[src/hdl/amx_consts.svh]
// constants of the auxiliary microphone to adc mix level block
`ifndef AMX_CONSTS_SVH
`define AMX_CONSTS_SVH

// register indices; byte address on the bus is four times the index
`define AMX_IDX_LEFT      8'h11
`define AMX_IDX_RIGHT     8'h12
`define AMX_IDX_STATUS    8'h20

// widths
`define AMX_DATA_W        32
`define AMX_REG_W         8
`define AMX_LVL_W         4
`define AMX_ATTEN_W       5
`define AMX_NPATH         4

// field positions inside a mix level register
`define AMX_HI_LSB        4
`define AMX_LO_LSB        0

// path numbering used on the decoded outputs
`define AMX_PATH_LL       0
`define AMX_PATH_RL       1
`define AMX_PATH_LR       2
`define AMX_PATH_RR       3

// level codes
`define AMX_CODE_MAX      4'h8
`define AMX_CODE_OFF      4'hF
`define AMX_REG_RST       8'hFF

// one code step is 1.5 dB, i.e. three half-dB units
`define AMX_STEP_HALF_DB  5'h03

// status register field positions
`define AMX_ST_CONN_LSB   0
`define AMX_ST_RSVD_LSB   4

`endif

[src/hdl/amx_pkg.sv]
// types of the auxiliary microphone to adc mix level block
`include "amx_consts.svh"

package amx_pkg;

	typedef logic [`AMX_NPATH-1:0][`AMX_LVL_W-1:0]   amx_code_vec_type;
	typedef logic [`AMX_NPATH-1:0][`AMX_ATTEN_W-1:0] amx_atten_vec_type;

	// complete state of the register block
	typedef struct packed {
		logic [`AMX_REG_W-1:0]  lvl_left;
		logic [`AMX_REG_W-1:0]  lvl_right;
		logic [`AMX_DATA_W-1:0] prdata;
		logic                   pready;
		logic                   pslverr;
		logic [`AMX_NPATH-1:0]  connect;
		amx_atten_vec_type      atten;
		logic [`AMX_NPATH-1:0]  reserved;
	} amx_state_type;

endpackage

[src/hdl/amx_lvl_if.sv]
// carrier between the register block and the level decoder
`include "amx_consts.svh"

interface amx_lvl_if;
	amx_pkg::amx_code_vec_type  code;
	logic [`AMX_NPATH-1:0]      connect;
	amx_pkg::amx_atten_vec_type atten;
	logic [`AMX_NPATH-1:0]      reserved;

	modport regs (
		output code,
		input  connect,
		input  atten,
		input  reserved
	);

	modport dec (
		input  code,
		output connect,
		output atten,
		output reserved
	);
endinterface

[src/hdl/amx_level_decode.sv]
// decoder from level codes to connect and attenuation per mix path
`include "amx_consts.svh"

module amx_level_decode (
	amx_lvl_if.dec lvl
);

	// code 0..8 connects with 1.5 dB per step, 1111 and reserved cut off
	always_comb begin
		for (int i = 0; i < `AMX_NPATH; i++) begin
			lvl.connect[i]  = (lvl.code[i] <= `AMX_CODE_MAX);
			lvl.reserved[i] = (lvl.code[i] > `AMX_CODE_MAX) &&
				(lvl.code[i] != `AMX_CODE_OFF);
			if (lvl.code[i] <= `AMX_CODE_MAX) begin
				lvl.atten[i] = `AMX_ATTEN_W'(lvl.code[i] *
					`AMX_STEP_HALF_DB);
			end else begin
				lvl.atten[i] = '0;
			end
		end
	end

endmodule // amx_level_decode

[src/hdl/amx_mix_levels.sv]
// apb register block for auxiliary microphone to adc mix levels
// register map, one 8-bit register per aligned 32-bit word
//   index 0x11, byte 0x44: levels into the left adc mix
//   index 0x12, byte 0x48: levels into the right adc mix
//   index 0x20, byte 0x80: read-only decode status
//   any other address answers with pslverr and zero data
//
// level register layout
//   bits 7:4 level code of the left auxiliary microphone
//   bits 3:0 level code of the right auxiliary microphone
//   bits 31:8 of a write are dropped and read back as zero
//
// level code meaning
//   0000 to 1000 connect the input, 1.5 dB more cut per step
//   1001 to 1110 reserved: stored, but decoded as cut off
//   1111 input cut off from that mix, also the reset value
//
// decoded outputs
//   mix_connect bit 0: left mic into the left mix
//   mix_connect bit 1: right mic into the left mix
//   mix_connect bit 2: left mic into the right mix
//   mix_connect bit 3: right mic into the right mix
//   attenuation outputs count half-dB units, code times 3
//   a cut-off path shows attenuation zero, not a full cut
//   so the mixer must gate on mix_connect, not on the level
//
// status register layout
//   bits 3:0 copy of mix_connect
//   bits 7:4 set where a path holds a reserved code
//   writes to it complete without error and change nothing
//
// bus timing
//   setup cycle: psel high, penable low
//   access cycle: pready high for exactly one cycle
//   read data and pslverr are prepared at the setup edge
//   a write lands at the access edge, with pready high
//   only pstrb[0] qualifies a write; pstrb[3:1] are unused
//   back-to-back transfers need no idle cycle between them
//   prdata and pslverr drop to zero after the access cycle
//
// output timing
//   a level register changes at the access edge
//   decoded outputs follow at the next rising edge
//   so a new level shows one edge after the access edge
//
// reset
//   presetn low clears at once, without waiting for pclk
//   both level registers come back as all ones
//   all paths start cut off, with attenuation zero
//   bus outputs stay low until the first setup cycle
//
// hazards and limits
//   read data is taken from the registers at setup time
//   a read straight behind a write to the same register
//   still sees the new value, since the store came first
//   reserved codes are kept so software can read back its slip
//   codes above 1000 never reach the attenuation outputs
//   the decoder is pure logic; its result is registered here
//   the extra decode stage keeps every output on a flop
//   a write to an unmapped address is dropped with pslverr
//   pslverr is low whenever no transfer is in its access cycle
//   an ADDR_W below 8 would alias the register addresses
//   the status register is never written by the bus
//
// Register access over APB is this design's own decision.
`include "amx_consts.svh"

module amx_mix_levels #(
	parameter int ADDR_W = 12
) (
	input  wire logic                    pclk,
	input  wire logic                    presetn,
	input  wire logic                    psel,
	input  wire logic                    penable,
	input  wire logic                    pwrite,
	input  wire logic [ADDR_W-1:0]       paddr,
	input  wire logic [`AMX_DATA_W-1:0]  pwdata,
	input  wire logic [3:0]              pstrb,
	output logic      [`AMX_DATA_W-1:0]  prdata,
	output logic                         pready,
	output logic                         pslverr,
	output logic      [`AMX_NPATH-1:0]   mix_connect,
	output logic      [`AMX_ATTEN_W-1:0] left_adc_from_left_mic_atten,
	output logic      [`AMX_ATTEN_W-1:0] left_adc_from_right_mic_atten,
	output logic      [`AMX_ATTEN_W-1:0] right_adc_from_left_mic_atten,
	output logic      [`AMX_ATTEN_W-1:0] right_adc_from_right_mic_atten
);

	amx_pkg::amx_state_type st_r;
	amx_pkg::amx_state_type st_nxt;
	amx_lvl_if              lvl ();
	logic                   setup;
	logic                   access;
	logic                   hit_left;
	logic                   hit_right;
	logic                   hit_status;
	logic                   wr_byte0;
	logic [`AMX_REG_W-1:0]  status_val;

	// byte address of a register index
	function automatic logic [ADDR_W-1:0] byte_addr(
		input logic [`AMX_REG_W-1:0] idx
	);
		return ADDR_W'({idx, 2'h0});
	endfunction

	// true when the bus address selects the register of that index
	function automatic logic addr_hit(
		input logic [ADDR_W-1:0]     a,
		input logic [`AMX_REG_W-1:0] idx
	);
		return a == byte_addr(idx);
	endfunction

	// upper and lower level nibble of a register
	function automatic logic [`AMX_LVL_W-1:0] hi_field(
		input logic [`AMX_REG_W-1:0] r
	);
		return r[`AMX_HI_LSB +: `AMX_LVL_W];
	endfunction

	function automatic logic [`AMX_LVL_W-1:0] lo_field(
		input logic [`AMX_REG_W-1:0] r
	);
		return r[`AMX_LO_LSB +: `AMX_LVL_W];
	endfunction

	// bus phases and address decode
	assign setup      = psel & ~penable;
	assign access     = psel & penable & st_r.pready;
	assign hit_left   = addr_hit(paddr, `AMX_IDX_LEFT);
	assign hit_right  = addr_hit(paddr, `AMX_IDX_RIGHT);
	assign hit_status = addr_hit(paddr, `AMX_IDX_STATUS);
	assign wr_byte0   = access & pwrite & pstrb[0];

	// stored fields go to the decoder in path order
	assign lvl.code[`AMX_PATH_LL] = hi_field(st_r.lvl_left);
	assign lvl.code[`AMX_PATH_RL] = lo_field(st_r.lvl_left);
	assign lvl.code[`AMX_PATH_LR] = hi_field(st_r.lvl_right);
	assign lvl.code[`AMX_PATH_RR] = lo_field(st_r.lvl_right);

	amx_level_decode u_decode (
		.lvl (lvl)
	);

	// status shows decoded connections and reserved codes held
	always_comb begin
		status_val = '0;
		status_val[`AMX_ST_CONN_LSB +: `AMX_NPATH] = st_r.connect;
		status_val[`AMX_ST_RSVD_LSB +: `AMX_NPATH] = st_r.reserved;
	end

	// next state: bus answer, register writes, decoded outputs
	always_comb begin
		st_nxt = st_r;
		// answer is prepared in setup, shown for one access cycle
		st_nxt.pready = setup;
		if (setup) begin
			st_nxt.pslverr = ~(hit_left | hit_right | hit_status);
			if (pwrite) begin
				st_nxt.prdata = '0;
			end else if (hit_left) begin
				st_nxt.prdata = `AMX_DATA_W'(st_r.lvl_left);
			end else if (hit_right) begin
				st_nxt.prdata = `AMX_DATA_W'(st_r.lvl_right);
			end else if (hit_status) begin
				st_nxt.prdata = `AMX_DATA_W'(status_val);
			end else begin
				st_nxt.prdata = '0;
			end
		end else if (access) begin
			st_nxt.pslverr = 1'b0;
			st_nxt.prdata  = '0;
		end
		// codes are stored as written, even reserved ones
		if (wr_byte0 && hit_left) begin
			st_nxt.lvl_left = pwdata[`AMX_REG_W-1:0];
		end
		if (wr_byte0 && hit_right) begin
			st_nxt.lvl_right = pwdata[`AMX_REG_W-1:0];
		end
		// decoded levels follow the stored fields one cycle later
		st_nxt.connect  = lvl.connect;
		st_nxt.atten    = lvl.atten;
		st_nxt.reserved = lvl.reserved;
	end

	// state register; every field starts disconnected
	always_ff @(posedge pclk or negedge presetn) begin
		if (!presetn) begin
			st_r.lvl_left  <= `AMX_REG_RST;
			st_r.lvl_right <= `AMX_REG_RST;
			st_r.prdata    <= '0;
			st_r.pready    <= 1'b0;
			st_r.pslverr   <= 1'b0;
			st_r.connect   <= '0;
			st_r.atten     <= '0;
			st_r.reserved  <= '0;
		end else begin
			st_r <= st_nxt;
		end
	end

	// outputs straight from the state register
	assign prdata                         = st_r.prdata;
	assign pready                         = st_r.pready;
	assign pslverr                        = st_r.pslverr;
	assign mix_connect                    = st_r.connect;
	assign left_adc_from_left_mic_atten   = st_r.atten[`AMX_PATH_LL];
	assign left_adc_from_right_mic_atten  = st_r.atten[`AMX_PATH_RL];
	assign right_adc_from_left_mic_atten  = st_r.atten[`AMX_PATH_LR];
	assign right_adc_from_right_mic_atten = st_r.atten[`AMX_PATH_RR];

endmodule // amx_mix_levels

[config.mk]
export PLATFORM = sky130hd
export DESIGN_NAME = amx_mix_levels
export DESIGN_NICKNAME = d
export VERILOG_FILES = /design/src/hdl/amx_pkg.sv /design/src/hdl/amx_lvl_if.sv /design/src/hdl/amx_level_decode.sv /design/src/hdl/amx_mix_levels.sv
export VERILOG_INCLUDE_DIRS = /design/src /design/src/hdl
export SDC_FILE = /design/constraint.sdc
export NUM_CORES = 1
export LEC_CHECK = 0
export ABC_CLOCK_PERIOD_IN_PS = 3000
export BUFFER_PORTS_ARGS = -buffer_cell sky130_fd_sc_hd__buf_2
export CAP_MARGIN = 20
export CORE_AREA = 2 2 94 96
export CTS_CLUSTER_DIAMETER = 100
export CTS_CLUSTER_SIZE = 20
export DETAILED_ROUTE_END_ITERATION = 16
export DIE_AREA = 0 0 96 98
export GPL_TIMING_DRIVEN = 0
export PLACE_DENSITY = 0.68
export SKIP_CTS_REPAIR_TIMING = 1
export SLEW_MARGIN = 10
export SYNTH_ARGS = -nofsm -noshare
export SYNTH_HDL_FRONTEND = slang
export SYNTH_HIERARCHICAL = 1
export SYNTH_SLANG_ARGS = --single-unit
[constraint.sdc]
create_clock -name pclk -period 3 [get_ports pclk]
set_clock_uncertainty 0.05 [all_clocks]
set_input_delay 0 -clock pclk [delete_from_list [all_inputs] [get_ports pclk]]
set_output_delay 0 -clock pclk [all_outputs]
set_load 0.01 [all_outputs]
# Word-level counts from Yosys, hierarchy flattened
# Index checks and enable logic that the tools add are counted.
# W data, S select, Z words.
[word_totals]
wordCells = 58
regBits = 78
input_bits = 53
out_inout_bits = 58
[classes]
magnitude_cmp = 8
n_bitwise = 9
muxes = 12
multipliers = 4
eq_ne = 7
reduce_logical = 7
[op_table]
columns = ["cell", "n"]
rows = [
  ["$mux W32", 2],
  ["$mux W8", 4],
  ["$eq A12 B7 Y1 const B", 2],
  ["$mul A4 B2 Y5 const B", 4],
  ["$mux W5", 4],
  ["$gt A4 B4 Y1 const B", 4],
  ["$le A4 B4 Y1 const B", 4],
  ["$ne A4 B4 Y1 const B", 4],
  ["$eq A12 B8 Y1 const B", 1],
  ["$logic_and A1 B1 Y1", 6],
  ["$and A1 B1 Y1", 5],
  ["$mux W1", 2],
  ["$not A1 Y1", 2],
  ["$or A1 B1 Y1", 2],
  ["$reduce_bool A2 Y1", 1],
]

# Longest topological paths before layout
# Gate-level depths: netlist of run 1.
[depth]
ltp_word = 6
mapped_depth = 6

# Hierarchy
# The synthesis of run 1 kept the hierarchy.
[modules_own_cells]
columns = ["mod", "cells_each", "seq_area_each_um2", "area_each_um2", "n_inst"]
rows = [
  ["amx_mix_levels", 187, 1371.3, 2376.0, 1],
  ["amx_level_decode", 86, 0.0, 675.6, 1],
]

# Worst setup path before layout of run 1
# OpenSTA, ideal clock, no wires.
[synth_timing]
kind = "input to register"
startpoint = "input paddr[5]"
endpoint = "register st_r, in the netlist lvl.code[0]"
arrival_time_ps = 1567
cell_stages = 5
path_slack_ps = 1301
cell_sequence = "or4b_4 -> or3b_1 -> buf_6 -> nor2_8 -> mux2_2"
[synth_between]
elab_chain_len = 2
[synth_lines]
columns = ["element", "line", "rtl"]
rows = [
  ["start, declared", "amx_mix_levels.sv:76", "input wire logic [ADDR_W-1:0] paddr,"],
  ["$eq A12 B7 Y1", "amx_mix_levels.sv:112", "return a == byte_addr(idx);"],
  ["$logic_and A1 B1 Y1", "amx_mix_levels.sv:176", "if (wr_byte0 && hit_left) begin"],
  ["end signal, assigned", "amx_mix_levels.sv:200", "st_r <= st_nxt;"],
  ["end, declared", "amx_mix_levels.sv:89", "amx_pkg::amx_state_type st_r;"],
]
# No other way between the ends.
# A chain may end at the register's enable or synchronous reset.

# Worst setup path after layout of run 1
[layout_timing]
startpoint = "input paddr[5]"
endpoint = "register st_r, in the netlist lvl.code[13]"
[layout_between]
elab_chain_len = 2
[layout_lines]
columns = ["element", "line", "rtl"]
rows = [
  ["$eq A12 B7 Y1", "amx_mix_levels.sv:112", ""],
  ["$logic_and A1 B1 Y1", "amx_mix_levels.sv:179", "if (wr_byte0 && hit_right) begin"],
]
# No other way between the ends.

==> impl_metrics.env, run 1 <==
export IMPL_tns_ps=0
export IMPL_clk_insertion_delay_late_ps=310
export IMPL_slew_headroom_pct=55.36
export IMPL_max_stage_delay_ps=550
export IMPL_critPathSlowestCell="or4b_4"
export IMPL_fill_cells=858
export IMPL_synth_cells=273
export IMPL_hp_class="primary input to register"
export IMPL_finalHoldViolations=0
export IMPL_cts_buffers=5
export IMPL_antenna_cells=0
export IMPL_critical_path_top_delay_family="simple AND/OR/NAND/NOR gates"
export IMPL_regArea_sq_um=1371
export IMPL_cp_buffers_inverters=2
export IMPL_die_w_um=96
export IMPL_viasPerCell=4.375
export IMPL_fp_dieArea_sq_um=9408
export IMPL_ys_seq_elements=54
export IMPL_crit_arrival_ps=1940
export IMPL_yosysWarnings=6
export IMPL_die_h_um=98
export IMPL_dp_hpwl_mm=4.430
export IMPL_grt_pass1_vias=2090
export IMPL_setup_viol=0
export IMPL_tritoncts="built"
export IMPL_gr_usage_all_layers_pct=13.12
export IMPL_pwr_density_cell_nw_per_um2=331.6
export IMPL_critPathMaxFanout=9
export IMPL_synth_top_flop_cell="dfrtp_1"
export IMPL_clkSinkCount=54
export IMPL_required_ps=3190
export IMPL_fin_nets=451
export IMPL_synth_area_sq_um=3052
export IMPL_coreArea_sq_um=8466
export IMPL_end_kind="register"
export IMPL_root_buffer="clkbuf_8"
export IMPL_rsz0062_at_grt="no"
export IMPL_io_pins=111
export IMPL_peakVddDrop_mv=0.1741
export IMPL_synthToLayoutAreaGrowth_pct=24.19
export IMPL_slew_violations=0
export IMPL_post_place_ws_ps=916.0
export IMPL_drive_gt1_share_pct=44.00
export IMPL_period_needed_ps=1744
export IMPL_htreeDepth=2
export IMPL_maxCapViolCount=0
export IMPL_path_clk_slew_ps=100
export IMPL_max_freq_mhz=573.3
export IMPL_setup_ws_ps=1256
export IMPL_dpl_instance_area_sq_um=3588
export IMPL_remaining_drc_errors=0
export IMPL_synth_seq_area_share_pct=44.94
export IMPL_timing_final_crit_share_pct=58.14
export IMPL_initial_core_util_pct=36.05
export IMPL_num_vias=2113
export IMPL_grt_pass1_wl_mm=9.673
export IMPL_grt_ovfl_total=0
export IMPL_worstSetupPathType="primary input to register"
export IMPL_postRouteAntennaNets=0
export IMPL_wl_per_cell_um=12.19
export IMPL_gp_congestion=0.7869
export IMPL_power_leakage_nw=1.981
export IMPL_outcome="finished, final reports clean"
export IMPL_synth_cell_types=40
export IMPL_firstDrtPassIters=4
export IMPL_path_cells="buf_2, or4b_4, nor3b_2, and2b_1, buf_4, mux2_2"
export IMPL_critPathLaunchType="primary input"
export IMPL_grt_start_max_net_pins=34
export IMPL_worstMarginPinSlew_ps=666.7
export IMPL_async_flop_share_pct=100.0
export IMPL_regToRegSetupSlack_ps=1260
export IMPL_synth_edf_count=0
export IMPL_drtIter0Drc=78
export IMPL_avgSynthCellArea_sq_um=11.18
export IMPL_multi_input_area_sq_um=1255
export IMPL_final_area_sq_um=3790
export IMPL_numPortBuffers=59
export IMPL_cts_buffer_depth=2
export IMPL_finalWirelength_mm=5.890
export IMPL_fp_row_count=34
export IMPL_antenna_found_initial=0
-- metrics by stage --
stage                     util (%)  power [W]  hold slack (ps)  cells
after floorplan                  -  0.0007966           -345.6    296
after global placement       42.15  0.0008358            163.5    463
after detailed placement     42.39  0.0008403           -38.90    464
after CTS                    43.47   0.001255           -372.8    472
after global routing         44.77   0.001314            46.33    483
final                        44.77   0.001257           0.5521    483
-- power by group --
group          leakage, nW  total [W]  switching, W  internal (W)
Sequential           0.672   0.000732    0.00000134      0.000731
Combinational         1.26   0.000106     0.0000537     0.0000526
Clock               0.0482   0.000418      0.000231      0.000187
-- cell families (layout without fill, tap and decap cells) --
family                     Yosys count  count (layout)  share of synthesized area, %
adders and majority gates           24              24                         10.82
xor gates and xnor gates             5               5                         1.435
DFF                                 54              54                         44.94
AOI/OAI and AO/OA                   41              41                         8.446
buffers and inverters               76             155                         16.77
and+or+nand+nor                     52              52                         10.25
muxes                               20              20                         7.216
other                                1              24                        0.1229
-- final timing paths --
| check | cells past startpoint | endpoint | start |
|---|---|---|---|
| worst max-delay path | 6 | lvl.code[13] | paddr[5] |
| worst min-delay path | 4 | pslverr | paddr[10] |
| worst max register to register | 5 | lvl.code[13] | pready |
| worst min register to register | 2 | prdata[6] | prdata[6] |
| max in group asynchronous | 3 | lvl.code[9] | presetn |
| min in group asynchronous | 2 | mix_connect[0] | presetn |
-- synth_stat cells (2+ instances only) --
cell type	n	area share (%)
mux2_2	16	5.9
fa_1	4	2.6
nand2_1	16	2.0
a21oi_1	10	1.6
inv_1	13	1.6
o21ai_0	15	2.5
dfstp_2	16	14
nor2_1	8	0.98
buf_4	57	14
and2_1	8	1.6
mux2i_1	4	1.3
xor2_1	4	1.1
nor3b_2	2	0.82
a22oi_1	2	0.49
nand3_1	4	0.66
a221oi_1	8	2.3
buf_1	2	0.25
o21bai_1	4	0.98
ha_1	20	8.2
and2_4	2	0.57
dfrtp_1	38	31
inv_4	2	0.41
-- sequential cells by signal, indices dropped and copies added, names as in the netlist --
name	cells
right_adc_from_right_mic_atten	5
pslverr	1
mix_connect	4
st_r	4
left_adc_from_left_mic_atten	5
prdata	8
pready	1
lvl.code	16
left_adc_from_right_mic_atten	5
right_adc_from_left_mic_atten	5
-- worst min-delay path, cell delays in order --
cell,delay [ps]
buf_2,80
nor4_1,60
o2111ai_1,80
a22o_1,120
-- routing by layer --
layer  routed length [um]  part of all wire [%]  GRT usage (%)  vias to the layer above
li1                     -                     -              -                     1040
met1                 2559                    43          16.66                     1002
met2                 2877                    49          21.79                       67
met3                  405                   6.9          3.935                        4
met4                   48                  0.81          3.077                        0
met5                    0                     0              0                        -
-- placed cells by master (no fill, tap or decap), drive strengths merged --
master and instances:
and4b 1, clkbuf 8, fa 4, mux2 16
xor2 4, nand2 16, and2 11, and4 1
a221oi 8, o21bai 4, o21ai 15, nor4b 1
nand3 4, inv 15, clkinv 1, a22oi 2
o2111ai 1, a22o 1, dfstp 16, nor4 1
xnor2 1, dlygate4sd3 11, conb 24, ha 20
and2b 1, a21oi 10, or3b 1, nor2b 1
nor2 9, mux2i 4, dfrtp 38, buf 120
nand4 1, or4b 1, nor3b 3
-- area by class of cell --
| class | instances | area share, % |
|---|---|---|
| Buffer | 61 | 11.89 |
| Clock buffer | 7 | 2.278 |
| Clock inverter | 1 | 0.1321 |
| Inverter | 15 | 1.618 |
| Multi-Input combinational cell | 166 | 33.11 |
| Sequential cell | 54 | 36.18 |
| Tap cell | 108 | 3.566 |
| Timing Repair Buffer | 71 | 11.22 |
Power figures use the tool's default switching activity.
==> run 2, diff against run 1 <==
--- a/config.mk
+++ b/config.mk
@@ -6,7 +6,7 @@
 export SDC_FILE = /design/constraint.sdc
 export NUM_CORES = 1
 export LEC_CHECK = 0
-export ABC_CLOCK_PERIOD_IN_PS = 3000
+export ABC_CLOCK_PERIOD_IN_PS = 1700
 export BUFFER_PORTS_ARGS = -buffer_cell sky130_fd_sc_hd__buf_2
 export CAP_MARGIN = 20
 export CORE_AREA = 2 2 94 96
==> constraint.sdc (replaced) <==
create_clock -name pclk -period 1.7 [get_ports pclk]
set_clock_uncertainty 0.05 [all_clocks]
set_input_delay 0 -clock pclk [delete_from_list [all_inputs] [get_ports pclk]]
set_output_delay 0 -clock pclk [all_outputs]
set_load 0.01 [all_outputs]
==> impl_metrics.env, run 2 (synthesis results as in run 1) <==
export IMPL_fin_nets=451
export IMPL_post_place_ws_ps=-384.0
export IMPL_grt_pass1_wl_mm=9.673
export IMPL_reg_top3="lvl.code x16, prdata x8"
export IMPL_grt_ovfl_total=0
export IMPL_failed_checks="negative hold slack"
export IMPL_fp_dieArea_sq_um=9408
export IMPL_path_clk_slew_ps=100
export IMPL_layout_commonest_cell="buf_2"
export IMPL_maxCapViolCount=0
export IMPL_io_pins=111
export IMPL_final_cell_mix="59 x buf_2, 58 x buf_4, 38 x dfrtp_1"
export IMPL_tritoncts="built"
export IMPL_dr_wl_met2_mm=2.885
export IMPL_root_buffer="clkbuf_8"
export IMPL_fill_cells=861
export IMPL_slew_violations=0
export IMPL_pwr_density_cell_nw_per_um2=584.3
export IMPL_slew_headroom_pct=56.46
export IMPL_die_h_um=98
export IMPL_critPathLaunchType="primary input"
export IMPL_final_util_pct=44.83
export IMPL_setup_ws_ps=90.26
export IMPL_end_kind="register"
export IMPL_holdWs_ps=-3.887
export IMPL_coreArea_sq_um=8466
export IMPL_initial_core_util_pct=36.05
export IMPL_grt_start_max_net_pins=34
export IMPL_max_freq_mhz=621.2
export IMPL_synthToLayoutAreaGrowth_pct=24.35
export IMPL_numPortBuffers=59
export IMPL_finalWirelength_mm=5.873
export IMPL_drtIter0Drc=73
export IMPL_gp_congestion=0.7869
export IMPL_hp_class="primary input to register"
export IMPL_crit_arrival_ps=1800
export IMPL_dpl_instance_area_sq_um=3588
export IMPL_drive_gt1_share_pct=44.53
export IMPL_outcome="complete, but fails checks"
export IMPL_power_leakage_nw=1.989
export IMPL_power_w=0.002217
export IMPL_num_vias=2118
export IMPL_peakVddDrop_mv=0.3086
export IMPL_setup_viol=0
export IMPL_tns_ps=0
export IMPL_die_w_um=96
export IMPL_timing_final_crit_share_pct=94.69
export IMPL_antenna_cells=0
export IMPL_topRoutingLayerUsed="met4"
export IMPL_finalHoldViolations=1
export IMPL_final_area_sq_um=3795
export IMPL_worstMarginPinSlew_ps=650.3
export IMPL_grt_pass1_vias=2090
export IMPL_required_ps=1890
export IMPL_fp_row_count=34
export IMPL_cts_buffer_depth=2
export IMPL_rsz0062_at_grt="no"
export IMPL_clkSinkCount=54
export IMPL_dp_hpwl_mm=4.430
export IMPL_antenna_found_initial=0
export IMPL_remaining_drc_errors=0
export IMPL_critPathMaxFanout=9
export IMPL_largest_register_ffs=16
export IMPL_wl_per_cell_um=12.16
export IMPL_postRouteAntennaNets=0
export IMPL_period_needed_ps=1610
export IMPL_gr_usage_all_layers_pct=13.12
export IMPL_cts_buffers=5
export IMPL_viasPerCell=4.385
export IMPL_clk_insertion_delay_late_ps=310
export IMPL_firstDrtPassIters=4
export IMPL_wl_met1_mm=2.541
export IMPL_worstSetupPathType="primary input to register"
export IMPL_htreeDepth=2
export IMPL_top_register="lvl.code"
export IMPL_wl_met3_um=398
-- run 2: power breakdown --
group          switching [W]  total, W  internal (W)
clock network       0.000408  0.000738      0.000330
registers         0.00000238   0.00129       0.00129
logic              0.0000949  0.000187     0.0000922
total               0.000506   0.00222       0.00171
-- run 2: layout make-up --
type / count / area (sq um) / area share (%)
buffer: 61 / 451.7 / 11.90
clock buffer: 7 / 86.33 / 2.275
clock inverter: 1 / 5.005 / 0.1319
inverter: 15 / 61.31 / 1.616
multi-input combinational: 166 / 1261 / 33.23
sequential: 54 / 1371 / 36.14
tap: 108 / 135.1 / 3.561
timing repair buffer: 71 / 422.9 / 11.14
-- run 2: layer usage --
metal	track usage (%)	vias to the layer above
met5	0	-
met4	3.077	0
met3	3.935	4
met2	21.79	71
met1	16.66	1005
li1	-	1038
-- run 2: worst paths after layout --
kind | slack, ps | startpoint | endpoint | cells past startpoint
hold reg to reg | 440 | prdata[6] | prdata[6] | 2
min in group asynchronous | 140 | presetn | mix_connect[0] | 2
setup reg to reg | 110 | lvl.code[9] | right_adc_from_left_mic_atten[2] | 3
hold / removal | -4 | paddr[10] | pslverr | 4
max in group asynchronous | 840 | presetn | lvl.code[9] | 3
setup / recovery | 90 | paddr[5] | lvl.code[13] | 6
-- run 2: critical path, stage by stage --
cell,delay [ps]
buf_2,110
or4b_4,570
nor3b_4,410
and2b_1,200
buf_4,170
mux2_2,350
-- run 2: through the flow --
| step | hold WS (ps) | cells |
|---|---|---|
| floorplan | -345.6 | 296 |
| global placement | 163.5 | 463 |
| detailed placement | -38.90 | 464 |
| CTS | -372.8 | 472 |
| global route | 40.24 | 483 |
| finish | -3.887 | 483 |
==> run 3, diff against run 2 <==
--- a/config.mk
+++ b/config.mk
@@ -6,16 +6,17 @@
 export SDC_FILE = /design/constraint.sdc
 export NUM_CORES = 1
 export LEC_CHECK = 0
+export ABC_AREA = 1
 export ABC_CLOCK_PERIOD_IN_PS = 1700
 export BUFFER_PORTS_ARGS = -buffer_cell sky130_fd_sc_hd__buf_2
 export CAP_MARGIN = 20
-export CORE_AREA = 2 2 94 96
+export CORE_AREA = 2 2 101 103
 export CTS_CLUSTER_DIAMETER = 100
 export CTS_CLUSTER_SIZE = 20
 export DETAILED_ROUTE_END_ITERATION = 16
-export DIE_AREA = 0 0 96 98
+export DIE_AREA = 0 0 103 105
 export GPL_TIMING_DRIVEN = 0
-export PLACE_DENSITY = 0.68
+export PLACE_DENSITY = 0.66
 export SKIP_CTS_REPAIR_TIMING = 1
 export SLEW_MARGIN = 10
 export SYNTH_ARGS = -nofsm -noshare
==> impl_metrics.env, run 3 <==
export IMPL_fp_dieArea_sq_um=10820
export IMPL_critical_path_top_delay_family="adder cells"
export IMPL_setup_viol=0
export IMPL_cts_buffers=5
export IMPL_root_buffer="clkbuf_8"
export IMPL_viasPerCell=4.017
export IMPL_grt_pass1_wl_mm=10.71
export IMPL_firstDrtPassIters=4
export IMPL_p_comb_share_pct=9.9
export IMPL_tritoncts="built"
export IMPL_worstSetupPathType="register to register"
export IMPL_synth_edf_count=0
export IMPL_reg2reg_depth=4
export IMPL_final_area_sq_um=4282
export IMPL_p_seq_share_pct=57.3
export IMPL_ys_seq_elements=54
export IMPL_cp_depth=4
export IMPL_clkSinkCount=54
export IMPL_slew_headroom_pct=60.93
export IMPL_critPathSlowestCell="dfstp_2"
export IMPL_synth_area_sq_um=3512
export IMPL_hp_class="primary input to register"
export IMPL_worstMarginPinSlew_ps=582.2
export IMPL_regArea_sq_um=1371
export IMPL_setup_ws_ps=117.4
export IMPL_multi_input_area_sq_um=1514
export IMPL_path_clk_slew_ps=90
export IMPL_grt_start_max_net_pins=33
export IMPL_timing_final_crit_share_pct=93.09
export IMPL_max_stage_delay_ps=640
export IMPL_required_ps=1870
export IMPL_fill_cells=990
export IMPL_final_cell_mix="97 x nand2_1, 59 x buf_2, 57 x inv_1"
export IMPL_antenna_found_initial=0
export IMPL_power_leakage_nw=2.463
export IMPL_max_freq_mhz=631.9
export IMPL_hold_path_depth=4
export IMPL_yosysMostFrequentCell="nand2_1"
export IMPL_top_register="lvl.code"
export IMPL_dp_hpwl_mm=5.161
export IMPL_slew_violations=0
export IMPL_htreeDepth=2
export IMPL_rsz0062_at_grt="no"
export IMPL_gp_congestion=0.7980
export IMPL_numPortBuffers=59
export IMPL_finalWirelength_mm=6.461
export IMPL_path_cells="ha_1, fa_1, inv_1, nor2_1"
export IMPL_pwr_density_cell_nw_per_um2=526.9
export IMPL_cp_buffers_inverters=1
export IMPL_cts_buffer_depth=2
export IMPL_synth_cells=411
export IMPL_peakVddDrop_mv=0.2587
export IMPL_netSwitchingPower_w=0.0005372
export IMPL_die_h_um=105
export IMPL_fin_nets=589
export IMPL_tns_ps=0
export IMPL_yosysTopAreaCell="dfrtp_1"
export IMPL_io_pins=111
export IMPL_fp_row_count=36
export IMPL_clk_insertion_delay_late_ps=310
export IMPL_synth_cell_types=27
export IMPL_finalHoldViolations=0
export IMPL_synth_area_leaders="dfrtp_1 27%, buf_4 12%, dfstp_2 12%, nand2_1 10%, ha_1 7.1%"
export IMPL_period_needed_ps=1583
export IMPL_dpl_instance_area_sq_um=4080
export IMPL_coreArea_sq_um=9639
export IMPL_maxCapViolCount=0
export IMPL_grt_pass1_vias=2334
export IMPL_wl_per_cell_um=10.00
export IMPL_drtIter0Drc=63
export IMPL_internal_power_w=0.001719
export IMPL_end_kind="register"
export IMPL_outcome="finished, final reports clean"
export IMPL_async_flop_share_pct=100.0
export IMPL_netSwitchingFraction_pct=23.81
export IMPL_largest_register_ffs=16
export IMPL_antenna_cells=0
export IMPL_synth_top_flop_cell="dfrtp_1"
export IMPL_num_vias=2595
export IMPL_clkPwrFrac_pct=32.9
export IMPL_yosysWarnings=6
export IMPL_die_w_um=103
export IMPL_grt_ovfl_total=0
export IMPL_critPathMaxFanout=6
export IMPL_remaining_drc_errors=0
export IMPL_gr_usage_all_layers_pct=12.56
export IMPL_synth_top_area_share_pct=27.08
export IMPL_drive_gt1_share_pct=38.40
export IMPL_post_place_ws_ps=134.8
export IMPL_layout_commonest_cell="nand2_1"
export IMPL_avgSynthCellArea_sq_um=8.545
export IMPL_synthToLayoutAreaGrowth_pct=21.91
export IMPL_synth_seq_area_share_pct=39.05
export IMPL_critPathLaunchType="register"
export IMPL_reg_top3="lvl.code x16, prdata x8"
export IMPL_crit_arrival_ps=1750
export IMPL_postRouteAntennaNets=0
export IMPL_synthTopCellsByCount="97 x nand2_1, 57 x inv_1, 56 x buf_4, 38 x dfrtp_1, 25 x nor2_1"
export IMPL_initial_core_util_pct=36.44
## run 3: final cells by class
class                   instances  area share, %
multi-input cells             255          35.36
inverters                      65          5.698
well taps                     133          3.887
repair buffers                 71          9.936
plain buffers                  60          10.96
clock inverters                 1         0.1169
flip-flops and latches         54          32.03
clock buffers                   7          2.016
## run 3: per-stage QoR
stage	power, W	utilization, %	hold WS, ps	cells
global route	0.002361	44.42	24.96	646
global placement	0.001513	42.12	220.7	626
detailed placement	0.001522	42.33	-33.55	627
floorplan	0.001440	-	-345.6	434
finish	0.002256	44.42	3.329	646
CTS	0.002269	43.28	-380.4	635
## run 3: power groups by stage
stage / clock network, W / registers, W / logic, W
2_1_floorplan: 0 / 0.00132 / 0.000122
3_3_place_gp: 0 / 0.00132 / 0.000197
3_5_place_dp: 0 / 0.00132 / 0.000206
4_1_cts: 0.000770 / 0.00129 / 0.000206
5_1_grt: 0.000817 / 0.00129 / 0.000251
6_report: 0.000741 / 0.00129 / 0.000222
## run 3: cell families after synthesis
kind of cell,after synthesis,share of synthesized area (%)
simple gates,180,25.15
buf+inv,125,20.31
flops,54,39.05
fa+ha+maj,24,9.405
compound gates,23,4.987
xor+xnor,4,0.9974
other cells,1,0.1068
## run 3: worst reg2reg max path, delay by kind of cell, from the launching register on
kind / cells / cell delay, ps
DFF: 1 / 640
adders and majority gates: 2 / 680
and+or+nand+nor: 1 / 40
buffers and inverters: 1 / 70
## run 3: routing by layer
| layer | share of wire, % | global-route usage (%) | vias to the layer above |
|---|---|---|---|
| met5 | 0 | 0 | - |
| met4 | 1.5 | 4.229 | 0 |
| li1 | - | - | 1363 |
| met2 | 49 | 21.52 | 52 |
| met1 | 44 | 15.29 | 1174 |
| met3 | 4.5 | 2.876 | 6 |
## run 3: final timing paths
check	startpoint	end	slack, ps
max	lvl.code[9]	right_adc_from_left_mic_atten[2]	120
min	pwrite	prdata[6]	3
max reg2reg	lvl.code[9]	right_adc_from_left_mic_atten[2]	120
min reg2reg	prdata[7]	prdata[7]	440
max in group asynchronous	presetn	lvl.code[4]	830
min in group asynchronous	presetn	right_adc_from_left_mic_atten[3]	140
